<file path="src/spce_cfg.svh">
// constants for the scsi phase command engine: field positions, ranges, codes
`ifndef SPCE_CFG_SVH
`define SPCE_CFG_SVH

`define SPCE_PH_DATA_IN   3'h1
`define SPCE_PH_STATUS    3'h3
`define SPCE_PH_MSG_IN    3'h7

`define SPCE_CFG_NO_DISCONNECT_FLAG   2
`define SPCE_CFG_BUF_HI   5
`define SPCE_CFG_BUF_LO   4
`define SPCE_CFG_MAX      33'h0_0000_0034
`define SPCE_SIZE_MIN     33'h0_0000_0002
`define SPCE_SIZE_MAX     33'h1_0000_0000

`define SPCE_CFG_RST      8'h00
`define SPCE_METHOD_RST   2'h0
`define SPCE_BUFSZ_RST    33'h0_0001_0000

`define SPCE_ERR_NONE     8'h00
`define SPCE_ERR_ARG      8'hE1
`define SPCE_ERR_PHASE    8'hE2

`define SPCE_CH_CR        8'h0D
`define SPCE_CH_LF        8'h0A
`define SPCE_CH_SPACE     8'h20
`define SPCE_CH_COMMA     8'h2C
`define SPCE_CH_QUERY     8'h3F
`define SPCE_CH_HASH      8'h23
`define SPCE_CH_0         8'h30
`define SPCE_CH_9         8'h39
`define SPCE_CH_UA        8'h41
`define SPCE_CH_UF        8'h46
`define SPCE_CH_UH        8'h48
`define SPCE_CH_LA        8'h61
`define SPCE_CH_LF_       8'h66
`define SPCE_CH_LH        8'h68

`define SPCE_QUERY_LAST   3'h7

`endif

</file>
<file path="src/spce_pkg.sv">
// types shared by the scsi phase command engine
package spce_pkg;

	typedef enum logic [1:0] {
		spce_cmd_cmp,
		spce_cmd_config,
		spce_cmd_dtin
	} spce_cmd_t;

	typedef enum logic [3:0] {
		st_idle,
		st_args,
		st_eval,
		st_query,
		st_cmp_stat,
		st_cmp_msg,
		st_dtin,
		st_err
	} spce_state_t;

endpackage : spce_pkg

</file>
<file path="src/spce_arg_parser.sv">
// argument parser: up to two decimal or #h hex values, or a query mark
`timescale 1ns/10ps
`include "spce_cfg.svh"
module spce_arg_parser
	import spce_pkg::*;
(
	input  wire logic        clock_i,
	input  wire logic        reset_n_i,
	input  wire logic        clear_i,
	input  wire logic        char_valid_i,
	input  wire logic [7:0]  char_i,
	output logic             any_o,
	output logic             query_o,
	output logic             bad_o,
	output logic [1:0]       nvals_o,
	output logic [32:0]      val0_o,
	output logic [32:0]      val1_o
);
	logic        slot;
	logic        hex;
	logic        want_h;
	logic        next_any;
	logic        next_query;
	logic        next_bad;
	logic [1:0]  next_nvals;
	logic [32:0] next_val0;
	logic [32:0] next_val1;
	logic        next_slot;
	logic        next_hex;
	logic        next_want_h;
	logic [36:0] acc;
	logic [3:0]  dig;
	logic        is_dig;

	always_comb begin
		next_any = any_o;
		next_query = query_o;
		next_bad = bad_o;
		next_nvals = nvals_o;
		next_val0 = val0_o;
		next_val1 = val1_o;
		next_slot = slot;
		next_hex = hex;
		next_want_h = want_h;
		is_dig = 1'b1;
		dig = 4'h0;
		if (char_i >= `SPCE_CH_0 && char_i <= `SPCE_CH_9) begin
			dig = 4'(char_i - `SPCE_CH_0);
		end else if (hex && char_i >= `SPCE_CH_LA && char_i <= `SPCE_CH_LF_) begin
			dig = 4'(char_i - `SPCE_CH_LA + 8'h0A);
		end else if (hex && char_i >= `SPCE_CH_UA && char_i <= `SPCE_CH_UF) begin
			dig = 4'(char_i - `SPCE_CH_UA + 8'h0A);
		end else begin
			is_dig = 1'b0;
		end
		// widened so a value past 33 bits shows up as overflow, not wrap
		acc = hex ? {slot ? val1_o : val0_o, 4'h0} + 37'(dig)
			: 37'({slot ? val1_o : val0_o, 3'h0}) + 37'({slot ? val1_o : val0_o, 1'b0})
			+ 37'(dig);
		if (clear_i) begin
			next_any = 1'b0;
			next_query = 1'b0;
			next_bad = 1'b0;
			next_nvals = 2'h0;
			next_val0 = 33'h0_0000_0000;
			next_val1 = 33'h0_0000_0000;
			next_slot = 1'b0;
			next_hex = 1'b0;
			next_want_h = 1'b0;
		end else if (char_valid_i) begin
			next_any = 1'b1;
			if (want_h) begin
				next_want_h = 1'b0;
				next_hex = 1'b1;
				next_bad = bad_o | (char_i != `SPCE_CH_LH && char_i != `SPCE_CH_UH);
			end else if (is_dig) begin
				next_nvals = {1'b0, 1'b1} + {1'b0, slot};
				next_bad = bad_o | (acc[36:33] != 4'h0) | query_o;
				if (slot) begin
					next_val1 = acc[32:0];
				end else begin
					next_val0 = acc[32:0];
				end
			end else if (char_i == `SPCE_CH_HASH) begin
				next_want_h = 1'b1;
			end else if (char_i == `SPCE_CH_COMMA) begin
				next_bad = bad_o | slot | (nvals_o == 2'h0);
				next_slot = 1'b1;
				next_hex = 1'b0;
			end else if (char_i == `SPCE_CH_QUERY) begin
				next_bad = bad_o | (nvals_o != 2'h0) | query_o;
				next_query = 1'b1;
			end else if (char_i != `SPCE_CH_SPACE) begin
				next_bad = 1'b1;
			end
		end
	end

	always_ff @(posedge clock_i or negedge reset_n_i) begin
		if (!reset_n_i) begin
			any_o <= 1'b0;
			query_o <= 1'b0;
			bad_o <= 1'b0;
			nvals_o <= 2'h0;
			val0_o <= 33'h0_0000_0000;
			val1_o <= 33'h0_0000_0000;
			slot <= 1'b0;
			hex <= 1'b0;
			want_h <= 1'b0;
		end else begin
			any_o <= next_any;
			query_o <= next_query;
			bad_o <= next_bad;
			nvals_o <= next_nvals;
			val0_o <= next_val0;
			val1_o <= next_val1;
			slot <= next_slot;
			hex <= next_hex;
			want_h <= next_want_h;
		end
	end
endmodule : spce_arg_parser

</file>
<file path="src/spce_scsi_rx.sv">
// scsi req/ack receiver for target-to-initiator byte phases
`timescale 1ns/10ps
module spce_scsi_rx (
	input  wire logic        clock_i,
	input  wire logic        reset_n_i,
	input  wire logic        accept_i,
	input  wire logic        req_i,
	input  wire logic [7:0]  data_i,
	output logic             ack_o,
	output logic             byte_valid_o,
	output logic [7:0]       byte_o
);
	logic       next_ack;
	logic       next_valid;
	logic [7:0] next_byte;

	always_comb begin
		next_ack = ack_o;
		next_valid = 1'b0;
		next_byte = byte_o;
		if (!ack_o && req_i && accept_i) begin
			next_ack = 1'b1;
			next_valid = 1'b1;
			next_byte = data_i;
		end else if (ack_o && !req_i) begin
			next_ack = 1'b0;
		end
	end

	always_ff @(posedge clock_i or negedge reset_n_i) begin
		if (!reset_n_i) begin
			ack_o <= 1'b0;
			byte_valid_o <= 1'b0;
			byte_o <= 8'h00;
		end else begin
			ack_o <= next_ack;
			byte_valid_o <= next_valid;
			byte_o <= next_byte;
		end
	end
endmodule : spce_scsi_rx

</file>
<file path="src/spce_engine.sv">
// command engine: completion, configuration and data-in commands
`timescale 1ns/10ps
`include "spce_cfg.svh"
module spce_engine
	import spce_pkg::*;
(
	input  wire logic        clock_i,
	input  wire logic        reset_n_i,
	input  wire logic        cmd_valid_i,
	input  wire spce_cmd_t   cmd_code_i,
	input  wire logic        arg_valid_i,
	input  wire logic [7:0]  arg_char_i,
	input  wire logic        arg_end_i,
	input  wire logic [32:0] dram_free_i,
	input  wire logic        scsi_req_i,
	input  wire logic        scsi_bsy_i,
	input  wire logic [2:0]  scsi_phase_i,
	input  wire logic [7:0]  scsi_data_i,
	output logic             scsi_ack_o,
	output logic [7:0]       gdata_o,
	output logic             gdata_valid_o,
	output logic             gdata_eoi_o,
	input  wire logic        gdata_ready_i,
	output logic [7:0]       stat_byte_o,
	output logic             stat_valid_o,
	input  wire logic        stat_ready_i,
	output logic [7:0]       config_byte_o,
	output logic [1:0]       buf_method_o,
	output logic [32:0]      buf_size_o,
	output logic             identify_disc_o,
	output logic [7:0]       err_code_o,
	output logic             busy_o,
	output logic             done_o
);
	spce_state_t state;
	spce_state_t next_state;
	spce_cmd_t   cmd;
	spce_cmd_t   next_cmd;
	logic [2:0]  qidx;
	logic [2:0]  next_qidx;
	logic        got_msg;
	logic        next_got_msg;
	logic [7:0]  held;
	logic [7:0]  next_held;
	logic        held_valid;
	logic        next_held_valid;
	logic [7:0]  next_gdata;
	logic        next_gdata_valid;
	logic        next_eoi;
	logic [7:0]  next_stat_byte;
	logic        next_stat_valid;
	logic [7:0]  next_cfg;
	logic [1:0]  next_method;
	logic [32:0] next_size;
	logic        next_disc;
	logic [7:0]  next_err;
	logic        next_busy;
	logic        next_done;
	logic        accept;
	logic        parse_clear;
	logic        rx_ack;
	logic        rx_valid;
	logic [7:0]  rx_byte;
	logic        p_any;
	logic        p_query;
	logic        p_bad;
	logic [1:0]  p_nvals;
	logic [32:0] p_val0;
	logic [32:0] p_val1;
	logic        end_data;

	// a fresh request not yet acknowledged, in a phase other than the wanted one
	function automatic logic wrong_phase(input logic req, input logic ack,
		input logic [2:0] ph, input logic [2:0] want);
		wrong_phase = req & ~ack & (ph != want);
	endfunction : wrong_phase

	function automatic logic fresh_req(input logic req, input logic ack,
		input logic [2:0] ph, input logic [2:0] want);
		fresh_req = req & ~ack & (ph == want);
	endfunction : fresh_req

	// query reply: configuration byte, size as five bytes msb first, cr, lf
	function automatic logic [7:0] query_byte(input logic [2:0] idx,
		input logic [7:0] cfg, input logic [32:0] size);
		logic [39:0] wide;
		wide = {7'h00, size};
		case (idx)
			3'h0: query_byte = cfg;
			3'h1: query_byte = wide[39:32];
			3'h2: query_byte = wide[31:24];
			3'h3: query_byte = wide[23:16];
			3'h4: query_byte = wide[15:8];
			3'h5: query_byte = wide[7:0];
			3'h6: query_byte = `SPCE_CH_CR;
			default: query_byte = `SPCE_CH_LF;
		endcase
	endfunction : query_byte

	spce_arg_parser u_parser (
		.clock_i      (clock_i),
		.reset_n_i    (reset_n_i),
		.clear_i      (parse_clear),
		.char_valid_i (arg_valid_i),
		.char_i       (arg_char_i),
		.any_o        (p_any),
		.query_o      (p_query),
		.bad_o        (p_bad),
		.nvals_o      (p_nvals),
		.val0_o       (p_val0),
		.val1_o       (p_val1)
	);

	spce_scsi_rx u_rx (
		.clock_i      (clock_i),
		.reset_n_i    (reset_n_i),
		.accept_i     (accept),
		.req_i        (scsi_req_i),
		.data_i       (scsi_data_i),
		.ack_o        (rx_ack),
		.byte_valid_o (rx_valid),
		.byte_o       (rx_byte)
	);

	assign scsi_ack_o = rx_ack;

	// the last data-in byte is only known once the target leaves the phase
	assign end_data = held_valid & ~rx_valid & ~gdata_valid_o
		& (wrong_phase(scsi_req_i, rx_ack, scsi_phase_i, `SPCE_PH_DATA_IN) | ~scsi_bsy_i);

	always_comb begin
		next_state = state;
		next_cmd = cmd;
		next_qidx = qidx;
		next_got_msg = got_msg;
		next_held = held;
		next_held_valid = held_valid;
		next_gdata = gdata_o;
		next_gdata_valid = gdata_valid_o & ~gdata_ready_i;
		next_eoi = gdata_eoi_o & ~gdata_ready_i;
		next_stat_byte = stat_byte_o;
		next_stat_valid = stat_valid_o & ~stat_ready_i;
		next_cfg = config_byte_o;
		next_method = buf_method_o;
		next_size = buf_size_o;
		next_err = err_code_o;
		next_done = 1'b0;
		accept = 1'b0;
		parse_clear = 1'b0;
		case (state)
			st_idle: begin
				if (cmd_valid_i) begin
					next_cmd = cmd_code_i;
					parse_clear = 1'b1;
					next_state = st_args;
				end
			end
			st_args: begin
				if (arg_end_i) begin
					next_state = st_eval;
				end
			end
			st_eval: begin
				next_err = `SPCE_ERR_NONE;
				next_got_msg = 1'b0;
				next_held_valid = 1'b0;
				case (cmd)
					spce_cmd_cmp: begin
						if (p_any) begin
							next_err = `SPCE_ERR_ARG;
							next_state = st_err;
						end else begin
							next_state = st_cmp_stat;
						end
					end
					spce_cmd_dtin: begin
						if (p_any) begin
							next_err = `SPCE_ERR_ARG;
							next_state = st_err;
						end else begin
							next_state = st_dtin;
						end
					end
					default: begin
						// every check runs before any setting is touched
						if (p_bad) begin
							next_err = `SPCE_ERR_ARG;
							next_state = st_err;
						end else if (p_query) begin
							if (p_nvals != 2'h0) begin
								next_err = `SPCE_ERR_ARG;
								next_state = st_err;
							end else begin
								next_qidx = 3'h0;
								next_state = st_query;
							end
						end else if (p_nvals == 2'h0) begin
							next_err = `SPCE_ERR_ARG;
							next_state = st_err;
						end else if (p_val0 > `SPCE_CFG_MAX) begin
							next_err = `SPCE_ERR_ARG;
							next_state = st_err;
						end else if (p_nvals == 2'h2 && (p_val1 < `SPCE_SIZE_MIN
							|| p_val1 > `SPCE_SIZE_MAX)) begin
							next_err = `SPCE_ERR_ARG;
							next_state = st_err;
						end else begin
							next_cfg = p_val0[7:0];
							if (p_val0[`SPCE_CFG_BUF_HI:`SPCE_CFG_BUF_LO] != 2'h0) begin
								next_method = p_val0[`SPCE_CFG_BUF_HI:`SPCE_CFG_BUF_LO];
							end
							if (p_nvals == 2'h2) begin
								next_size = (p_val1 < dram_free_i) ? p_val1 : dram_free_i;
							end
							next_done = 1'b1;
							next_state = st_idle;
						end
					end
				endcase
			end
			st_query: begin
				if (!stat_valid_o) begin
					next_stat_byte = query_byte(qidx, config_byte_o, buf_size_o);
					next_stat_valid = 1'b1;
					next_qidx = qidx + 3'h1;
					if (qidx == `SPCE_QUERY_LAST) begin
						next_done = 1'b1;
						next_state = st_idle;
					end
				end
			end
			st_cmp_stat: begin
				accept = fresh_req(scsi_req_i, rx_ack, scsi_phase_i, `SPCE_PH_STATUS)
					& ~stat_valid_o;
				if (rx_valid) begin
					next_stat_byte = rx_byte;
					next_stat_valid = 1'b1;
					next_state = st_cmp_msg;
				end else if (wrong_phase(scsi_req_i, rx_ack, scsi_phase_i, `SPCE_PH_STATUS)
					|| !scsi_bsy_i) begin
					next_err = `SPCE_ERR_PHASE;
					next_state = st_err;
				end
			end
			st_cmp_msg: begin
				accept = fresh_req(scsi_req_i, rx_ack, scsi_phase_i, `SPCE_PH_MSG_IN)
					& ~stat_valid_o;
				if (rx_valid) begin
					next_stat_byte = rx_byte;
					next_stat_valid = 1'b1;
					next_got_msg = 1'b1;
				end else if (wrong_phase(scsi_req_i, rx_ack, scsi_phase_i, `SPCE_PH_MSG_IN)) begin
					next_err = `SPCE_ERR_PHASE;
					next_state = st_err;
				end else if (!scsi_bsy_i && !rx_ack) begin
					// bus free ends the message phase; it needs at least one byte
					if (got_msg) begin
						next_done = 1'b1;
						next_state = st_idle;
					end else begin
						next_err = `SPCE_ERR_PHASE;
						next_state = st_err;
					end
				end
			end
			st_dtin: begin
				accept = fresh_req(scsi_req_i, rx_ack, scsi_phase_i, `SPCE_PH_DATA_IN)
					& ~gdata_valid_o;
				if (rx_valid) begin
					if (held_valid) begin
						next_gdata = held;
						next_gdata_valid = 1'b1;
						next_eoi = 1'b0;
					end
					next_held = rx_byte;
					next_held_valid = 1'b1;
				end else if (end_data) begin
					next_gdata = held;
					next_gdata_valid = 1'b1;
					next_eoi = 1'b1;
					next_held_valid = 1'b0;
					next_done = 1'b1;
					next_state = st_idle;
				end else if (!held_valid && ((scsi_req_i && !rx_ack
					&& scsi_phase_i == `SPCE_PH_STATUS) || !scsi_bsy_i)) begin
					next_err = `SPCE_ERR_PHASE;
					next_state = st_err;
				end
			end
			st_err: begin
				// the code waits for room on the status channel, never dropped
				if (!stat_valid_o) begin
					next_stat_byte = err_code_o;
					next_stat_valid = 1'b1;
					next_done = 1'b1;
					next_state = st_idle;
				end
			end
			default: begin
				next_state = st_idle;
			end
		endcase
		next_busy = (next_state != st_idle);
		next_disc = ~next_cfg[`SPCE_CFG_NO_DISCONNECT_FLAG];
	end

	always_ff @(posedge clock_i or negedge reset_n_i) begin
		if (!reset_n_i) begin
			state <= st_idle;
			cmd <= spce_cmd_cmp;
			qidx <= 3'h0;
			got_msg <= 1'b0;
			held <= 8'h00;
			held_valid <= 1'b0;
			gdata_o <= 8'h00;
			gdata_valid_o <= 1'b0;
			gdata_eoi_o <= 1'b0;
			stat_byte_o <= 8'h00;
			stat_valid_o <= 1'b0;
			config_byte_o <= `SPCE_CFG_RST;
			buf_method_o <= `SPCE_METHOD_RST;
			buf_size_o <= `SPCE_BUFSZ_RST;
			identify_disc_o <= 1'b1;
			err_code_o <= `SPCE_ERR_NONE;
			busy_o <= 1'b0;
			done_o <= 1'b0;
		end else begin
			state <= next_state;
			cmd <= next_cmd;
			qidx <= next_qidx;
			got_msg <= next_got_msg;
			held <= next_held;
			held_valid <= next_held_valid;
			gdata_o <= next_gdata;
			gdata_valid_o <= next_gdata_valid;
			gdata_eoi_o <= next_eoi;
			stat_byte_o <= next_stat_byte;
			stat_valid_o <= next_stat_valid;
			config_byte_o <= next_cfg;
			buf_method_o <= next_method;
			buf_size_o <= next_size;
			identify_disc_o <= next_disc;
			err_code_o <= next_err;
			busy_o <= next_busy;
			done_o <= next_done;
		end
	end
endmodule : spce_engine

</file>
<file path="config.mk">
export PLATFORM = sky130hd
export DESIGN_NAME = spce_engine
export DESIGN_NICKNAME = d
export VERILOG_FILES = /design/src/spce_pkg.sv /design/src/spce_arg_parser.sv /design/src/spce_scsi_rx.sv /design/src/spce_engine.sv
export VERILOG_INCLUDE_DIRS = /design/src /design/src/src
export SDC_FILE = /design/constraint.sdc
export NUM_CORES = 1
export LEC_CHECK = 0
export BUFFER_PORTS_ARGS = -buffer_cell sky130_fd_sc_hd__buf_2
export CELL_PAD_IN_SITES_DETAIL_PLACEMENT = 1
export CELL_PAD_IN_SITES_GLOBAL_PLACEMENT = 1
export CORE_MARGIN = 2
export CORE_UTILIZATION = 49
export DETAILED_ROUTE_END_ITERATION = 8
export GPL_TIMING_DRIVEN = 0
export PLACE_DENSITY = 0.95
export RECOVER_POWER = 25
export SLEW_MARGIN = 20
export SYNTH_ARGS = -nofsm -noshare
export SYNTH_HDL_FRONTEND = slang
export SYNTH_SLANG_ARGS = --single-unit
</file>
<file path="constraint.sdc">
create_clock -name clock_i -period 12.5 [get_ports clock_i]
set_clock_uncertainty 0.15 [all_clocks]
set_input_delay 0.625 -clock clock_i [delete_from_list [all_inputs] [get_ports clock_i]]
set_output_delay 0.625 -clock clock_i [all_outputs]
set_load 0.05 [all_outputs]
</file>
==> flow_summary.toml, run 1 <==
[placement]
dp_hpwl_mm = 36.24
finalWeightedCongestion = 0.9525
dp.cells = 1835
io_buffers = 132
place_area_mm2 = 0.01311

[power]
power_frac_seq_pct = 27.0
internal_power_mw = 1.585
p_sw_share_pct = 52.04
p_clk_share_pct = 17.5
power_switching_mw = 1.719
ir_worst_vdd_mv = 0.09401
p_leak_nw = 6.468
finalPower_mw = 3.304
comb_power_share_pct = 55.6
power_density_mw_per_mm2 = 241.1

[worst_setup_path]
timing.rr.start = "u_parser.slot$_DFFE_PN0P_"
crit_path_end = "cmd[1]$_DFFE_PN0P_"
crit_top_cell = "clkbuf_1"
cpMaxStageDelayCell = "clkbuf_1"
crit_type = "input port to asynchronous set/reset pin"
critPathMaxStageDelay_ns = 4.03
r2r-end = "u_parser.val0_o[30]$_DFFE_PN0P_"
cp_data_required_time_ns = 11.54
cp.arrival_ns = 5.96
crit_chain = "dlygate4sd3_1 -> clkbuf_1 -> clkbuf_1"
start_kind = "input port"
r2r_slack_ns = 6.79
startpoint = "reset_n_i"
ff2ff_path_depth = 15
worstPathMaxFanout = 99
worstSetupEndpointType = "asynchronous set/reset pin"

[routing]
wl_mm = 56.79
routedWlPerCell_um = 30.38
vias = 13540
drt_iter0_markers = 1810
first_pass_iters = 6
route.detailed.drc = 0
antenna_left = 0
viasPerCell = 7.242

[run_status]
violations = "capacitance limit, slew limit"
status = "complete, but fails checks"

[sta]
setup-tns-final_ns = 0
relSlewSlack_pct = -282.8
setup-violations-final = 0
hold_viol_final = 0
grt_setup_unrepaired = "no"
fmax_mhz = 144.4
period_share_pct = 55.42
fin_crit_ns = 6.928
holdWs_ns = 0.2525
drv_slew = 100
tightest_slew_ns = 5.742

[final_layout]
areaGrowthSynthToFinish_pct = 14.51
nNetsFinal = 1702
fin_cells = 1869
design_area_mm2 = 0.01371
final_layout_size_suffix_gt1_share_pct = 18.07
final_cell_mix = "dfrtp_1 (169), nand2_1 (160), buf_2 (145), nor2_1 (117), ha_1 (106)"
final_common_cell = "dfrtp_1"

[clocking]
ctsResizeCount = 0
h-tree-depth = 4
insertion_delay_ns = 0.46
cts_sinks = 171
hold_buffers = 1
clk_pin_slew_ns = 0.08
cts_root_buffer = "clkbuf_16"
clock_path_buffers = 2
post_cts_buffers = 0
cts_tree = "yes"
numCtsBuffers = 17

[synthesis]
netlist_area_mm2 = 0.01197
seq_area_frac_synth_pct = 35.77
synthCells = 1374
synth-edff-count = 0
synth_ff_type = "dfrtp_1"
ys_ff_latch = 171
synthArstFlopShare_pct = 100.0
synthDistinctLibCells = 80
avgSynthCellArea_um2 = 8.711
synth-warning-count = 0

[floorplan]
start_util_pct = 49.51
row_count = 57
die_w_um = 160.3
ios = 137
core_mm2 = 0.02418
fp.dieH_um = 160.3
fp.dieArea_mm2 = 0.02569

[hold_path]
hold_path_depth = 3
worstHoldPathType = "input port to flop"

[global_routing]
grt_usage_pct = 44.19
grt_overflow = 0
grt_use_met3_pct = 13.82
grt_max_degree = 100
grt_pass1_vias = 14530
grt_pass1_wl_mm = 87.32
use_met1_pct = 48.44
grt.met2_usage_pct = 70.41
antenna_found_initial = 3
busiest_layer = "met2"

[flow_run]
maxCapViolations = 1
==> worst min path at each step <==
stage	start	to
final	cmd_code_i[1]	cmd[1]$_DFFE_PN0P_
after global routing	scsi_data_i[1]	u_rx.byte_o[1]$_DFFE_PN0P_
after CTS	cmd_code_i[0]	cmd[0]$_DFFE_PN0P_
after detailed placement	reset_n_i	buf_method_o[0]$_DFFE_PN0P_
after global placement	cmd[1]$_DFFE_PN0P_	cmd[1]$_DFFE_PN0P_
after floorplan	reset_n_i	buf_method_o[0]$_DFFE_PN0P_
==> critical path, delay by kind of cell <==
kind	cells	cell delay [ns]
buffers and inverters	3	5.20
==> layout make-up <==
| class | count | area, um^2 |
|---|---|---|
| Multi-Input combinational cell | 1070 | 7134 |
| Clock buffer | 17 | 425.4 |
| Clock inverter | 15 | 182.7 |
| Fill cell | 2820 | 10470 |
| Antenna cell | 1 | 2.502 |
| Inverter | 61 | 229.0 |
| Sequential cell | 171 | 4282 |
| Timing Repair Buffer | 135 | 700.7 |
| Tap cell | 324 | 405.4 |
| Buffer | 75 | 344.1 |
==> state kept, by name (all words and copies together) (netlist names), 3 cells and up <==
signal,count
u_rx.byte_o,8
u_parser.val1_o,33
config_byte_o,8
qidx,3
err_code_o,3
buf_size_o,33
held,8
gdata_o,8
stat_byte_o,8
u_parser.val0_o,33
state,4
==> power by group through the flow <==
stage	clock [mW]	sequential, mW	combinational [mW]
after floorplan	0	0.846	1.13
after global placement	0	0.832	1.53
after detailed placement	0	0.853	1.67
after CTS	0.567	0.861	1.75
after global routing	0.587	0.887	1.94
final	0.577	0.891	1.84
==> cells in the mapped netlist, drive strengths merged, types with 21 or more instances <==
cell    number  area [um^2]
a21o        21        157.7
a21oi       87        439.2
inv         58        217.7
o21ai      112        564.3
buf         31        178.9
mux2        74        844.6
nor2       117        439.2
nand4       22        137.6
clkbuf      44        165.2
dfrtp      169         4229
ha         106         1326
nand2      160        600.6
a31oi       59        369.1
nand3       60        300.3
xnor2       23        201.4
==> metal layers <==
metal	vias to the layer above	wire [um]
li1	5306	-
met1	6420	19190
met2	1262	25740
met3	545	6286
met4	2	5565
met5	-	10
==> cell families after synthesis <==
logic type / share of synthesized area [%]
compound gates: 20.80
xor+xnor: 1.903
fa+ha+maj: 11.42
buf+inv: 4.788
flops: 35.77
mux: 8.175
other cells: 0.03133
simple gates: 17.11
==> per-stage QoR <==
stage	setup slack [ns]	util [%]
2_1_floorplan	8.179	-
3_3_place_gp	7.132	53.96
3_5_place_dp	6.835	54.23
4_1_cts	6.948	56.79
5_1_grt	4.783	56.68
6_report	5.573	56.69
Note: power is estimated with default switching activity, not from simulation.
==> run 2: changes to the inputs <==
--- a/config.mk
+++ b/config.mk
@@ -10,10 +10,10 @@
 export CELL_PAD_IN_SITES_DETAIL_PLACEMENT = 1
 export CELL_PAD_IN_SITES_GLOBAL_PLACEMENT = 1
 export CORE_MARGIN = 2
-export CORE_UTILIZATION = 49
+export CORE_UTILIZATION = 41
 export DETAILED_ROUTE_END_ITERATION = 8
 export GPL_TIMING_DRIVEN = 0
-export PLACE_DENSITY = 0.95
+export PLACE_DENSITY = 0.85
 export RECOVER_POWER = 25
 export SLEW_MARGIN = 20
 export SYNTH_ARGS = -nofsm -noshare
==> constraint.sdc (replaced) <==
create_clock -name clock_i -period 5.8 [get_ports clock_i]
set_clock_uncertainty 0.15 [all_clocks]
set_input_delay 0.29 -clock clock_i [delete_from_list [all_inputs] [get_ports clock_i]]
set_output_delay 0.29 -clock clock_i [all_outputs]
set_load 0.05 [all_outputs]
==> run 2 against run 1 <==
  * The run ends with hold timing, capacitance limit, slew limit left
  * Worst setup slack got worse by 5.2 ns
  * Register-to-register slack got worse by 6.5 ns
  * Count of clock-buffer cells in the layout increased by 1
  * Routed wire length decreased by 22%
  * Power increased by 100%
  * First-iteration DRC count decreased by 49%
  * Sequential power increased by 110%
  * Critical path depth increased by 11
  * Sequential share of layout area decreased by 0.52 points
  * Critical endpoint is now u_parser.val0_o[23]$_DFFE_PN0P_
  * Largest cell class unchanged
==> flow_summary.toml, run 2 (synthesis results as in run 1) <==
[global_routing]
antenna_found_initial = 0
grt_overflow = 0
grt_pass1_vias = 12340
grt_usage_pct = 28.91
grt_max_degree = 91
grt_pass1_wl_mm = 69.55

[sta]
hold_viol_final = 1
setup-violations-final = 0
holdWs_ns = -0.001825
relSlewSlack_pct = -194.5
tightest_slew_ns = 4.417
fin_crit_ns = 5.463
drv_slew = 90
period_share_pct = 94.19
setup-tns-final_ns = 0
fmax_mhz = 183.1
grt_setup_unrepaired = "no"

[run_status]
status = "complete, but fails checks"
violations = "hold timing, capacitance limit, slew limit"

[routing]
wl_mm = 44.21
route.detailed.drc = 0
vias = 11820
routedWlPerCell_um = 22.70
drt_iter0_markers = 925
antenna_left = 0
first_pass_iters = 7
viasPerCell = 6.069

[floorplan]
die_w_um = 174.9
start_util_pct = 41.70
fp.dieH_um = 174.9
core_mm2 = 0.02870
ios = 137
fp.dieArea_mm2 = 0.03058
row_count = 62

[worst_setup_path]
crit_type = "flop to flop"
r2r_slack_ns = 0.34
start_kind = "flop"
cp_data_required_time_ns = 5.95
cp.arrival_ns = 5.61
timing.rr.start = "u_parser.slot$_DFFE_PN0P_"
worstPathMaxFanout = 10
crit_path_end = "u_parser.val0_o[23]$_DFFE_PN0P_"
startpoint = "u_parser.slot$_DFFE_PN0P_"
ff2ff_path_depth = 14
r2r-end = "u_parser.val0_o[23]$_DFFE_PN0P_"
worstSetupEndpointType = "flop"

[clocking]
clock_path_buffers = 2
numCtsBuffers = 17
insertion_delay_ns = 0.45
cts_sinks = 171
clk_pin_slew_ns = 0.07
cts_root_buffer = "clkbuf_16"
ctsResizeCount = 0
post_cts_buffers = 0
cts_tree = "yes"
h-tree-depth = 4

[hold_path]
hold_path_depth = 3
worstHoldPathType = "input port to flop"

[placement]
io_buffers = 132
dp_hpwl_mm = 33.97
place_area_mm2 = 0.01316
finalWeightedCongestion = 0.9366

[power]
power_density_mw_per_mm2 = 473.0
ir_worst_vdd_mv = 0.2403
p_leak_nw = 6.496

[final_layout]
design_area_mm2 = 0.01394
nNetsFinal = 1721
final_layout_size_suffix_gt1_share_pct = 16.89
final_common_cell = "dfrtp_1"
areaGrowthSynthToFinish_pct = 16.44
nFillCells = 3445
biggestRegsByFlops = "buf_size_o (33), u_parser.val0_o (33), u_parser.val1_o (33)"
final_cell_mix = "dfrtp_1 (169), nand2_1 (160), buf_2 (131), nor2_1 (117), ha_1 (106)"

[flow_run]
maxCapViolations = 1
[run 2: cell types whose count changed in the layout (fill, tap and decap cells not counted), sizes merged]
| cell | before | now |
|---|---|---|
| clkdlybuf4s25 | 0 | 1 |
| clkbuf | 63 | 76 |
| clkinv | 7 | 6 |
| inv | 64 | 67 |
| buf | 163 | 149 |
| clkinvlp | 4 | 1 |
| dlygate4sd3 | 1 | 21 |
[run 2: area by class of cell]
type	count	area (um^2)	share of cell area, %
diodes	1	2.502	0.01795
plain buffers	75	344.1	2.469
clock buffers	18	429.2	3.079
clock inverters	14	150.1	1.077
inverters	61	229.0	1.643
multi-input cells	1070	7134	51.19
flip-flops and latches	171	4282	30.72
well taps	384	480.5	3.447
repair buffers	154	885.9	6.356
[run 2: worst min path at each step]
stage,start,endpoint,slack [ns]
2_1_floorplan,reset_n_i,buf_method_o[0]$_DFFE_PN0P_,-0.16
3_3_place_gp,cmd[1]$_DFFE_PN0P_,cmd[1]$_DFFE_PN0P_,0.31
3_5_place_dp,reset_n_i,buf_size_o[7]$_DFFE_PN0P_,0.20
4_1_cts,dram_free_i[9],buf_size_o[9]$_DFFE_PN0P_,0.0005
5_1_grt,dram_free_i[2],buf_size_o[2]$_DFFE_PN0P_,0.01
6_report,dram_free_i[13],buf_size_o[13]$_DFFE_PN0P_,-0.002
[run 2: critical path, stage by stage, from the launching register on]
cell and delay [ns]:
dfrtp_1 0.42, buf_1 0.61, buf_1 0.67, mux2i_1 0.51, fa_1 0.49, inv_1 0.11
ha_1 0.26, a211oi_1 0.33, o211ai_1 0.18, a211oi_2 0.51, o31ai_1 0.23, a31oi_1 0.23
xnor2_1 0.11, mux2i_1 0.31, a21oi_1 0.18
[run 2: what timing repair did]
action,4_1_cts,5_1_grt
endpoints found under the hold margin,108,0
endpoints found under the setup margin,0,0
hold buffers,21,0
[run 2: power by group]
part	internal [mW]	switching (mW)
registers	1.47	0.362
logic	1.31	2.29
clock network	0.610	0.552
total	3.39	3.20
[run 2: per-layer routing]
layer  track usage [%]  share of wire [%]  wire length [um]
met1             34.57                 40             17900
met2             51.05                 50             22050
met3             4.112                4.8              2127
met4             13.82                4.8              2134
met5                 0                  0                 0
[run 2: stage by stage]
| step | power [mW] | util (%) | setup slack [ns] | hold WS [ns] | instances |
|---|---|---|---|---|---|
| floorplan | 4.251 | - | 1.725 | -0.1556 | 1377 |
| global placement | 5.158 | 45.71 | 0.4890 | 0.3150 | 1893 |
| detailed placement | 5.327 | 45.85 | 0.4792 | 0.1963 | 1894 |
| CTS | 6.498 | 48.60 | 0.4266 | 0.0004957 | 1947 |
| global route | 7.014 | 48.55 | 0.05691 | 0.009982 | 1947 |
| finish | 6.592 | 48.56 | 0.3371 | -0.001825 | 1948 |
